<file path="src/hdl/udbc_pkg.sv">
/*
 * Shared constants for the up/down binary counter: register offsets,
 * field positions and reset values.
 * Assumes a 32-bit AXI4-Lite register bus with a 4-bit byte address.
 */
package udbc_pkg;

    localparam int unsigned CNT_W = 4;
    localparam int unsigned ADDR_W = 4;
    localparam int unsigned DATA_W = 32;

    // byte offsets of the registers
    localparam logic [ADDR_W-1:0] OFS_CTRL = 4'h0;
    localparam logic [ADDR_W-1:0] OFS_PRESET = 4'h4;
    localparam logic [ADDR_W-1:0] OFS_STATUS = 4'h8;

    // control register fields
    localparam int unsigned CTRL_DIR_BIT = 0;
    localparam int unsigned CTRL_GATE_N_BIT = 1;
    localparam int unsigned CTRL_LOAD_BIT = 2;
    localparam int unsigned CTRL_CLEAR_BIT = 3;
    localparam int unsigned CTRL_W = 4;
    // count up, gate closed, no load, no clear
    localparam logic [CTRL_W-1:0] CTRL_RESET = 4'h3;

    // status register fields
    localparam int unsigned STAT_CNT_LSB = 0;
    localparam int unsigned STAT_TFLAG_BIT = 4;

    localparam logic [CNT_W-1:0] PRESET_RESET = 4'h0;
    localparam logic [CNT_W-1:0] CNT_RESET = 4'h0;
    localparam logic [CNT_W-1:0] CNT_ALL_ONES = 4'hf;

    localparam logic [1:0] RESP_OKAY = 2'h0;
    localparam logic [1:0] RESP_DECERR = 2'h3;

endpackage : udbc_pkg

</file>
<file path="src/hdl/udbc_core.sv">
/*
 * Four-bit up/down binary counter core with level preset and clear.
 * Assumes every input is synchronous to clk_i; the count clock is a
 * plain input whose rising edges are detected against clk_i.
 */
`timescale 1ns/1ps
module udbc_core
    import udbc_pkg::*;
(
    input wire logic clk_i,
    input wire logic rst_i,
    input wire logic count_clock_i,
    input wire logic count_gate_n_i,
    input wire logic direction_select_i,
    input wire logic async_preset_load_i,
    input wire logic [udbc_pkg::CNT_W-1:0] preset_inputs_i,
    input wire logic clear_all_i,
    output logic [udbc_pkg::CNT_W-1:0] count_value_o,
    output logic terminal_flag_n_o
);
    import udbc_pkg::*;

    logic clock_prev_q;
    logic clock_rise;
    logic [CNT_W-1:0] count_q;
    logic [CNT_W-1:0] count_d;

    always_ff @(posedge clk_i)
    begin
        if (rst_i)
            clock_prev_q <= 1'b0;
        else
            clock_prev_q <= count_clock_i;
    end

    assign clock_rise = count_clock_i & ~clock_prev_q;

    always_comb
    begin
        count_d = count_q;
        if (clear_all_i)
            count_d = CNT_RESET;
        else if (async_preset_load_i)
            count_d = preset_inputs_i;
        else if (!count_gate_n_i && clock_rise)
        begin
            // plain 4-bit arithmetic wraps both ways
            if (direction_select_i)
                count_d = count_q + 4'h1;
            else
                count_d = count_q - 4'h1;
        end
    end

    always_ff @(posedge clk_i)
    begin
        if (rst_i)
            count_q <= CNT_RESET;
        else
            count_q <= count_d;
    end

    assign count_value_o = count_q;

    // flag follows the gate at once, not the next count edge
    always_comb
    begin
        terminal_flag_n_o = 1'b1;
        if (!count_gate_n_i)
        begin
            if (direction_select_i)
                terminal_flag_n_o = ~(count_q == CNT_ALL_ONES);
            else
                terminal_flag_n_o = ~(count_q == CNT_RESET);
        end
    end

endmodule : udbc_core

</file>
<file path="src/hdl/udbc_top.sv">
/*
 * Up/down binary counter with an AXI4-Lite register slave.
 * Assumes a single clock, a synchronous active-high reset, a count clock
 * input synchronous to clk_i and one outstanding access per direction.
 * Protection bits are ignored; only byte lane 0 of a write counts.
 */
`timescale 1ns/1ps
module udbc_top
    import udbc_pkg::*;
(
    input wire logic clk_i,
    input wire logic rst_i,
    input wire logic count_clock_i,
    output logic [udbc_pkg::CNT_W-1:0] count_value_o,
    output logic terminal_flag_n_o,
    input wire logic [udbc_pkg::ADDR_W-1:0] s_axi_awaddr,
    input wire logic [2:0] s_axi_awprot,
    input wire logic s_axi_awvalid,
    output logic s_axi_awready,
    input wire logic [udbc_pkg::DATA_W-1:0] s_axi_wdata,
    input wire logic [3:0] s_axi_wstrb,
    input wire logic s_axi_wvalid,
    output logic s_axi_wready,
    output logic [1:0] s_axi_bresp,
    output logic s_axi_bvalid,
    input wire logic s_axi_bready,
    input wire logic [udbc_pkg::ADDR_W-1:0] s_axi_araddr,
    input wire logic [2:0] s_axi_arprot,
    input wire logic s_axi_arvalid,
    output logic s_axi_arready,
    output logic [udbc_pkg::DATA_W-1:0] s_axi_rdata,
    output logic [1:0] s_axi_rresp,
    output logic s_axi_rvalid,
    input wire logic s_axi_rready
);
    import udbc_pkg::*;

    function automatic logic is_mapped(input logic [ADDR_W-1:0] addr);
        is_mapped = (addr == OFS_CTRL) || (addr == OFS_PRESET)
            || (addr == OFS_STATUS);
    endfunction : is_mapped

    logic [CTRL_W-1:0] ctrl_q;
    logic [CNT_W-1:0] preset_q;

    logic aw_held_q;
    logic [ADDR_W-1:0] aw_addr_q;
    logic w_held_q;
    logic [DATA_W-1:0] w_data_q;
    logic [3:0] w_strb_q;
    logic bvalid_q;
    logic [1:0] bresp_q;
    logic rvalid_q;
    logic [1:0] rresp_q;
    logic [DATA_W-1:0] rdata_q;

    logic aw_take;
    logic w_take;
    logic do_write;
    logic ar_take;
    logic [DATA_W-1:0] rd_word;
    logic wr_ctrl;
    logic wr_preset;

    // address and data may arrive in either order; each is held until
    // the other shows up, and neither is taken while a response waits
    assign s_axi_awready = ~aw_held_q & ~bvalid_q;
    assign s_axi_wready = ~w_held_q & ~bvalid_q;
    assign aw_take = s_axi_awvalid & s_axi_awready;
    assign w_take = s_axi_wvalid & s_axi_wready;
    // the write fires once both halves are held, one edge after the
    // later of the two is taken
    assign do_write = aw_held_q & w_held_q;

    // addresses are kept whole so an unmapped one still gets its error
    always_ff @(posedge clk_i)
    begin
        if (rst_i)
        begin
            aw_held_q <= 1'b0;
            aw_addr_q <= '0;
        end
        else if (aw_take)
        begin
            aw_held_q <= 1'b1;
            aw_addr_q <= s_axi_awaddr;
        end
        else if (do_write)
            aw_held_q <= 1'b0;
    end

    always_ff @(posedge clk_i)
    begin
        if (rst_i)
        begin
            w_held_q <= 1'b0;
            w_data_q <= '0;
            w_strb_q <= '0;
        end
        else if (w_take)
        begin
            w_held_q <= 1'b1;
            w_data_q <= s_axi_wdata;
            w_strb_q <= s_axi_wstrb;
        end
        else if (do_write)
            w_held_q <= 1'b0;
    end

    // every field lives in byte lane 0, so only wstrb[0] matters
    assign wr_ctrl = do_write && w_strb_q[0] && (aw_addr_q == OFS_CTRL);
    assign wr_preset = do_write && w_strb_q[0]
        && (aw_addr_q == OFS_PRESET);

    // a write with lane 0 off is answered but changes nothing
    always_ff @(posedge clk_i)
    begin
        if (rst_i)
            ctrl_q <= CTRL_RESET;
        else if (wr_ctrl)
            ctrl_q <= w_data_q[CTRL_W-1:0];
    end

    // preset reaches the count only while load is set in ctrl
    always_ff @(posedge clk_i)
    begin
        if (rst_i)
            preset_q <= PRESET_RESET;
        else if (wr_preset)
            preset_q <= w_data_q[CNT_W-1:0];
    end

    always_ff @(posedge clk_i)
    begin
        if (rst_i)
        begin
            bvalid_q <= 1'b0;
            bresp_q <= RESP_OKAY;
        end
        else if (do_write)
        begin
            bvalid_q <= 1'b1;
            bresp_q <= is_mapped(aw_addr_q) ? RESP_OKAY : RESP_DECERR;
        end
        // the answer stands until bready; no write is taken meanwhile
        else if (s_axi_bready)
            bvalid_q <= 1'b0;
    end

    assign s_axi_bvalid = bvalid_q;
    assign s_axi_bresp = bresp_q;

    // read side: one read at a time; data are captured when the address
    // is taken, so a later count step cannot tear the word
    assign s_axi_arready = ~rvalid_q;
    assign ar_take = s_axi_arvalid & s_axi_arready;

    // unmapped addresses read as zero and are answered with an error
    always_comb
    begin
        rd_word = '0;
        unique case (s_axi_araddr)
            OFS_CTRL:
                rd_word[CTRL_W-1:0] = ctrl_q;
            OFS_PRESET:
                rd_word[CNT_W-1:0] = preset_q;
            OFS_STATUS:
            begin
                rd_word[STAT_CNT_LSB +: CNT_W] = count_value_o;
                rd_word[STAT_TFLAG_BIT] = terminal_flag_n_o;
            end
            default:
                rd_word = '0;
        endcase
    end

    always_ff @(posedge clk_i)
    begin
        if (rst_i)
        begin
            rvalid_q <= 1'b0;
            rresp_q <= RESP_OKAY;
            rdata_q <= '0;
        end
        else if (ar_take)
        begin
            rvalid_q <= 1'b1;
            rresp_q <= is_mapped(s_axi_araddr) ? RESP_OKAY : RESP_DECERR;
            rdata_q <= rd_word;
        end
        else if (s_axi_rready)
            rvalid_q <= 1'b0;
    end

    assign s_axi_rvalid = rvalid_q;
    assign s_axi_rresp = rresp_q;
    assign s_axi_rdata = rdata_q;

    // clear and load are levels held in ctrl; they act every cycle
    // and reach the count one edge after the write lands, no later
    // than the write answer is taken, so a following read sees them
    udbc_core udbc_core_inst (
        .clk_i(clk_i),
        .rst_i(rst_i),
        .count_clock_i(count_clock_i),
        .count_gate_n_i(ctrl_q[CTRL_GATE_N_BIT]),
        .direction_select_i(ctrl_q[CTRL_DIR_BIT]),
        .async_preset_load_i(ctrl_q[CTRL_LOAD_BIT]),
        .preset_inputs_i(preset_q),
        .clear_all_i(ctrl_q[CTRL_CLEAR_BIT]),
        .count_value_o(count_value_o),
        .terminal_flag_n_o(terminal_flag_n_o)
    );

endmodule : udbc_top

</file>
<file path="config.mk">
export PLATFORM = sky130hd
export DESIGN_NAME = udbc_top
export DESIGN_NICKNAME = d
export VERILOG_FILES = /design/src/hdl/udbc_pkg.sv /design/src/hdl/udbc_core.sv /design/src/hdl/udbc_top.sv
export SDC_FILE = /design/constraint.sdc
export NUM_CORES = 1
export LEC_CHECK = 0
export BUFFER_PORTS_ARGS = -buffer_cell sky130_fd_sc_hd__clkbuf_2
export CAP_MARGIN = 20
export CORE_UTILIZATION = 39
export CTS_CLUSTER_SIZE = 8
export DETAILED_ROUTE_END_ITERATION = 8
export GPL_ROUTABILITY_DRIVEN = 1
export HOLD_SLACK_MARGIN = 0.05
export PLACE_DENSITY = 0.76
export SLEW_MARGIN = 10
export SYNTH_ARGS = -nofsm -noshare
export SYNTH_HDL_FRONTEND = slang
export SYNTH_SLANG_ARGS = --single-unit
</file>
<file path="constraint.sdc">
create_clock -name clk_i -period 1.7 [get_ports clk_i]
set_clock_uncertainty 0.15 [all_clocks]
set_input_delay 0.17 -clock clk_i [delete_from_list [all_inputs] [get_ports clk_i]]
set_output_delay 0.17 -clock clk_i [all_outputs]
set_load 0.01 [all_outputs]
</file>
==> results.yml, run 1 <==
logic_synthesis:
  yosysMostFrequentCell: "dfxtp_1"
  ys_seq_area_share_pct: 38.1
  ys_warn_count: 0
  netlist.area_leader.share_pct: 38.1
  netlist_instances: 189
  avgSynthCellArea_um2: 9.17
  async_reset_ff_share_pct: 0
  yosysUniqueCellTypes: 35
  synth_edf_count: 0
  synth_largest_area_cell: "dfxtp_1"
  synth_area_leaders: "dfxtp_1 38%, buf_4 13%, mux2i_1 10%, nor2_1 5.2%, o32ai_1 2.5%"
  synth_area_um2: 1730
  ys_ff_latch: 33
  yosys_most_used_dff: "dfxtp_1"
  synth_common_cells: "33 x dfxtp_1, 29 x buf_4, 24 x nor2_1"
die:
  row_count: 23
  die_h_um: 68.7
  initial_core_util_pct: 41.8
  io_pins: 104
  die-area_um2: 4710
  die_w_um: 68.7
  core_area_um2: 4140
sta:
  max_clock_freq_ghz: 0.603
  worst_slew_pin_slew_ns: 0.520
  setup_ws_ns: 0.0407
  grt_setup_unrepaired: "no"
  finalHoldViolCount: 0
  fin_setup_tns_ns: 0
  hold_slack_ns: 0.0959
  fin_crit_sh_pct: 97.6
  drv_slew: 0
  fin_crit_ns: 1.66
  max-slew-margin-rel_pct: 64.5
  setup_violations: 0
power_and_ir_drop:
  power_density_nw_per_um2: 808
  clock_power_share_pct: 40.4
  leakagePower_nw: 1.01
  swShare_pct: 24.4
  peakVddDrop_v: 0.000562
  p_sw_mw: 0.427
  p_total_mw: 1.75
  p_seq_share_pct: 47.3
  combPwrFrac_pct: 12.4
  internal_power_mw: 1.32
detailed_routing:
  drtAntennaViolNets: 0
  routed_wl_um: 3440
  drtIter0Drc: 85
  detail_route.vias_per_cell: 4.71
  drt-pass1-iter-count: 4
  dr_total_vias: 1407
  wire_per_inst_um: 11.5
  drc: 0
global_routing:
  track_usage_pct: 16.4
  grt_overflow: 0
  antenna_found_initial: 0
  grt_pass1_vias: 1299
  grt_max_degree: 24
  grt_pass1_wl_um: 5700
cts:
  cts_htree_levels: 2
  cts_buffer_depth: 2
  insertion_delay_ns: 0.29
  clock_sinks: 33
  cts-root-buf: "clkbuf_8"
  cts_buffers: 5
  cts_tree: "yes"
  clk_pin_slew_ns: 0.06
  cts_setup_buffers: 0
setup_path:
  path_max_fanout: 5
  cp-start-kind: "flip-flop"
  crit_buf_inv: 2
  crit_type: "reg2out"
  path_cells: "buf_4 -> nor3_1 -> nand2_1 -> a21o_1 -> clkbuf_2"
  crit_family: "flip-flops"
  required_ns: 1.38
  critPathArrivalTime_ns: 1.34
  end_kind: "primary output"
  slowest_delay_ns: 0.35
  crit_path_top_delay_cell: "dfxtp_2"
layout:
  diodes: 0
  final_cells: 299
  syn_to_final_growth_pct: 25.1
  seqCellArea_um2: 663
  n_fill_cell: 391
  nets: 310
  drive_above_1_share_pct: 27.3
  final_util_pct: 52.3
  multi_input_area_um2: 890
  final_area_um2: 2170
placement:
  dp_hpwl_um: 2520
  dpl_cell_area_um2: 1920
  gp_congestion: 0.845
  portBuffers: 39
  dp_cells: 279
  preCtsSetupSlack_ns: 0.000916
job:
  cap_violations: 0
run_status:
  status: "finished, final reports clean"
min_path:
  hold_class: "in2reg"
## cells by family (layout without fill, tap and decap cells)
family | after synthesis | after routing | share of synthesized area, %
AO/OA/AOI/OAI | 29 | 29 | 12.4
flip-flops | 33 | 33 | 38.1
multiplexers | 19 | 19 | 11.0
other | 1 | 27 | 0.216
buffers and inverters | 46 | 80 | 16.7
AND/OR/NAND/NOR | 54 | 54 | 16.9
XOR/XNOR | 4 | 4 | 2.02
adder cells (fa/ha/maj) | 3 | 3 | 2.60
## routing by layer
layer / track usage (%) / share of wire (%) / vias up
li1: - / - / 710
met1: 20.2 / 47 / 640
met2: 27.3 / 47 / 53
met3: 4.11 / 5.1 / 4
met4: 6.25 / 1.1 / 0
met5: 0 / 0 / -
## path summary, 6_finish.rpt
path	end	cells after the start	slack [ns]	from
min	s_axi_rresp[0]	3	0.1	s_axi_araddr[2]
min reg2reg	s_axi_rdata[1]	2	0.32	s_axi_rdata[1]
max reg2reg	udbc_core_inst.count_value_o[2]	5	0.09	ctrl_q[0]
max	terminal_flag_n_o	5	0.04	udbc_core_inst.count_value_o[1]
## power groups by stage
stage | clock (mW) | sequential (mW) | combinational [mW]
after detailed placement | 0 | 0.845 | 0.191
after global routing | 0.758 | 0.832 | 0.244
final | 0.708 | 0.828 | 0.217
after CTS | 0.730 | 0.827 | 0.215
after global placement | 0 | 0.843 | 0.187
after floorplan | 0 | 0.845 | 0.168
## what timing repair did
action                     4_1_cts  5_1_grt
setup endpoints to repair        2        2
gates resized for setup          3        2
hold endpoints to repair        12        0
hold buffers                    13        0
pin swaps                        0        2
## tightest hold or removal path, stage by stage
cell	delay, ns
clkbuf_2	0.12
a21oi_1	0.14
nor3_1	0.06
## placed cells by master (no fill, tap or decap), drive strengths merged, types with 5 or more instances in the layout
cell and n:
buf 12, clkbuf 44, inv 9, nor3 6, o32ai 5, nor2 24, dfxtp 33, dlygate4sd3 13
conb 27, nand2 7, mux2i 18, a21oi 7
## final cells by class
| type | instances | area share, % |
|---|---|---|
| clock buffer | 5 | 3.17 |
| clock inverter | 2 | 1.62 |
| inverter | 9 | 1.56 |
| multi-input combinational | 136 | 41.0 |
| sequential | 33 | 30.6 |
| tap | 50 | 2.89 |
| timing repair buffer | 64 | 19.2 |
## sequential cells by signal, summed over array words and instances (netlist names)
signal,cells
aw_addr_q,4
s_axi_rvalid,1
w_data_q,4
aw_held_q,1
s_axi_rresp,1
s_axi_rdata,5
ctrl_q,4
w_strb_q,1
preset_q,4
udbc_core_inst.clock_prev_q,1
s_axi_bresp,1
udbc_core_inst.count_value_o,4
w_held_q,1
s_axi_bvalid,1
(Power assumes the default switching activity.)
==> run 2, diff against run 1 <==
--- a/config.mk
+++ b/config.mk
@@ -7,6 +7,7 @@
 export LEC_CHECK = 0
 export BUFFER_PORTS_ARGS = -buffer_cell sky130_fd_sc_hd__clkbuf_2
 export CAP_MARGIN = 20
+export CORE_ASPECT_RATIO = 0.75
 export CORE_UTILIZATION = 39
 export CTS_CLUSTER_SIZE = 8
 export DETAILED_ROUTE_END_ITERATION = 8
==> results.yml, run 2 (synthesis gave the netlist of run 1 again) <==
run_status:
  status: "finished, final reports clean"
layout:
  nets: 309
  n_fill_cell: 412
  final_area_um2: 2160
  final_cell_mix: "38 x clkbuf_2, 29 x dfxtp_1, 27 x conb_1"
  drive_above_1_share_pct: 27.7
  largest_reg_flops: 5
  diodes: 0
  final_cells: 304
  layout_commonest_cell: "clkbuf_2"
  syn_to_final_growth_pct: 24.9
setup_path:
  cp-start-kind: "primary input"
  path_max_fanout: 1
  required_ns: 1.77
  timing.rr.end: "udbc_core_inst.count_value_o[2]"
  critPathArrivalTime_ns: 1.71
  r2r_setup_slack_ns: 0.07
  end_kind: "flip-flop"
  reg2reg_from: "udbc_core_inst.count_value_o[1]"
  r2r_cells: 4
  crit_type: "in2reg"
cts:
  cts-root-buf: "clkbuf_8"
  cts_tree: "yes"
  cts_htree_levels: 2
  cts_buffer_depth: 2
  insertion_delay_ns: 0.29
  clock_sinks: 33
  clk_pin_slew_ns: 0.07
  cts_setup_buffers: 0
  cts_buffers: 5
detailed_routing:
  drc: 0
  wire_per_inst_um: 11.8
  drtAntennaViolNets: 0
  routed_wl_um: 3580
  drt-pass1-iter-count: 4
  detail_route.vias_per_cell: 4.64
  drtIter0Drc: 95
  dr_total_vias: 1412
die:
  core_area_um2: 4150
  io_pins: 104
  die_h_um: 59.7
  die-area_um2: 4720
  die_w_um: 79.0
  row_count: 20
  initial_core_util_pct: 41.7
min_path:
  hold_class: "in2reg"
  whs_path_depth: 3
  holdCritStartpoint: "s_axi_araddr[2]"
  whs_endpoint: "s_axi_rresp[0]"
placement:
  dpl_cell_area_um2: 1920
  gp_congestion: 0.846
  dp_hpwl_um: 2600
  dp_cells: 283
  portBuffers: 39
sta:
  max_clock_freq_ghz: 0.610
  max-slew-margin-rel_pct: 62.2
  worst_slew_pin_slew_ns: 0.561
  setup_violations: 0
  drv_slew: 0
  fin_crit_sh_pct: 96.4
  fin_crit_ns: 1.64
  finalHoldViolCount: 0
  grt_setup_unrepaired: "no"
  fin_setup_tns_ns: 0
power_and_ir_drop:
  power_density_nw_per_um2: 744
  peakVddDrop_v: 0.000286
  leakagePower_nw: 1.02
job:
  cap_violations: 0
global_routing:
  grt_overflow: 0
  grt_pass1_vias: 1213
  grt_pass1_wl_um: 5630
  antenna_found_initial: 0
  grt_max_degree: 18
  track_usage_pct: 16.3
[run 2: worst max path at each step]
stage	slack, ns	to	from	cells after the start
floorplan	0.02	udbc_core_inst.count_value_o[2]	ctrl_q[0]	5
global placement	0.04	udbc_core_inst.count_value_o[2]	ctrl_q[0]	5
detailed placement	0.03	udbc_core_inst.count_value_o[2]	ctrl_q[0]	5
CTS	0.01	udbc_core_inst.count_value_o[2]	ctrl_q[0]	5
global route	0.006	udbc_core_inst.count_value_o[2]	ctrl_q[0]	5
finish	0.06	s_axi_rvalid	s_axi_rready	4
[run 2: layer usage]
metal	part of all wire [%]	routed length (um)	vias up	track usage, %
met5	0	0	-	0
met4	1.5	55	0	7.01
met3	6.8	244	6	6.26
met2	43	1550	49	23.9
met1	48	1730	646	21.4
li1	-	-	711	-
[run 2: per-stage QoR]
step           power [mW]  util (%)  hold slack, ns  setup WS [ns]
6_report             1.61      52.1          0.0669         0.0614
5_1_grt              1.68      52.1          0.0828        0.00639
4_1_cts              1.63      51.4          0.0521         0.0125
3_5_place_dp         1.03      46.3           0.211         0.0281
3_3_place_gp         1.03      46.3           0.210         0.0436
2_1_floorplan        1.01         -           0.119         0.0197
[run 2: area by class of cell]
type                            instances  area [um^2]  area share (%)
Clock buffer                            6         72.6            3.35
Clock inverter                          2         10.0           0.462
Inverter                                9         33.8            1.56
Sequential cell                        33          668            30.9
Tap cell                               55         68.8            3.18
Timing Repair Buffer                   63          412            19.0
Multi-Input combinational cell        136          900            41.6
[run 2: what timing repair did]
action,CTS,global route
endpoints found under the setup margin,1,8
hold buffers,13,0
hold endpoints to repair,12,0
pin swaps,0,3
resized for setup,1,10
[run 2: worst max-delay path: stages]
cell           delay (ns)
dlygate4sd3_1        0.55
clkbuf_2             0.10
a211oi_1             0.27
dlygate4sd3_1        0.62
[run 2: report_power, final]
part	switching, mW	leakage (nW)	internal [mW]
combinational	0.119	0.700	0.0991
sequential	0.0269	0.270	0.800
clock	0.283	0.0450	0.283
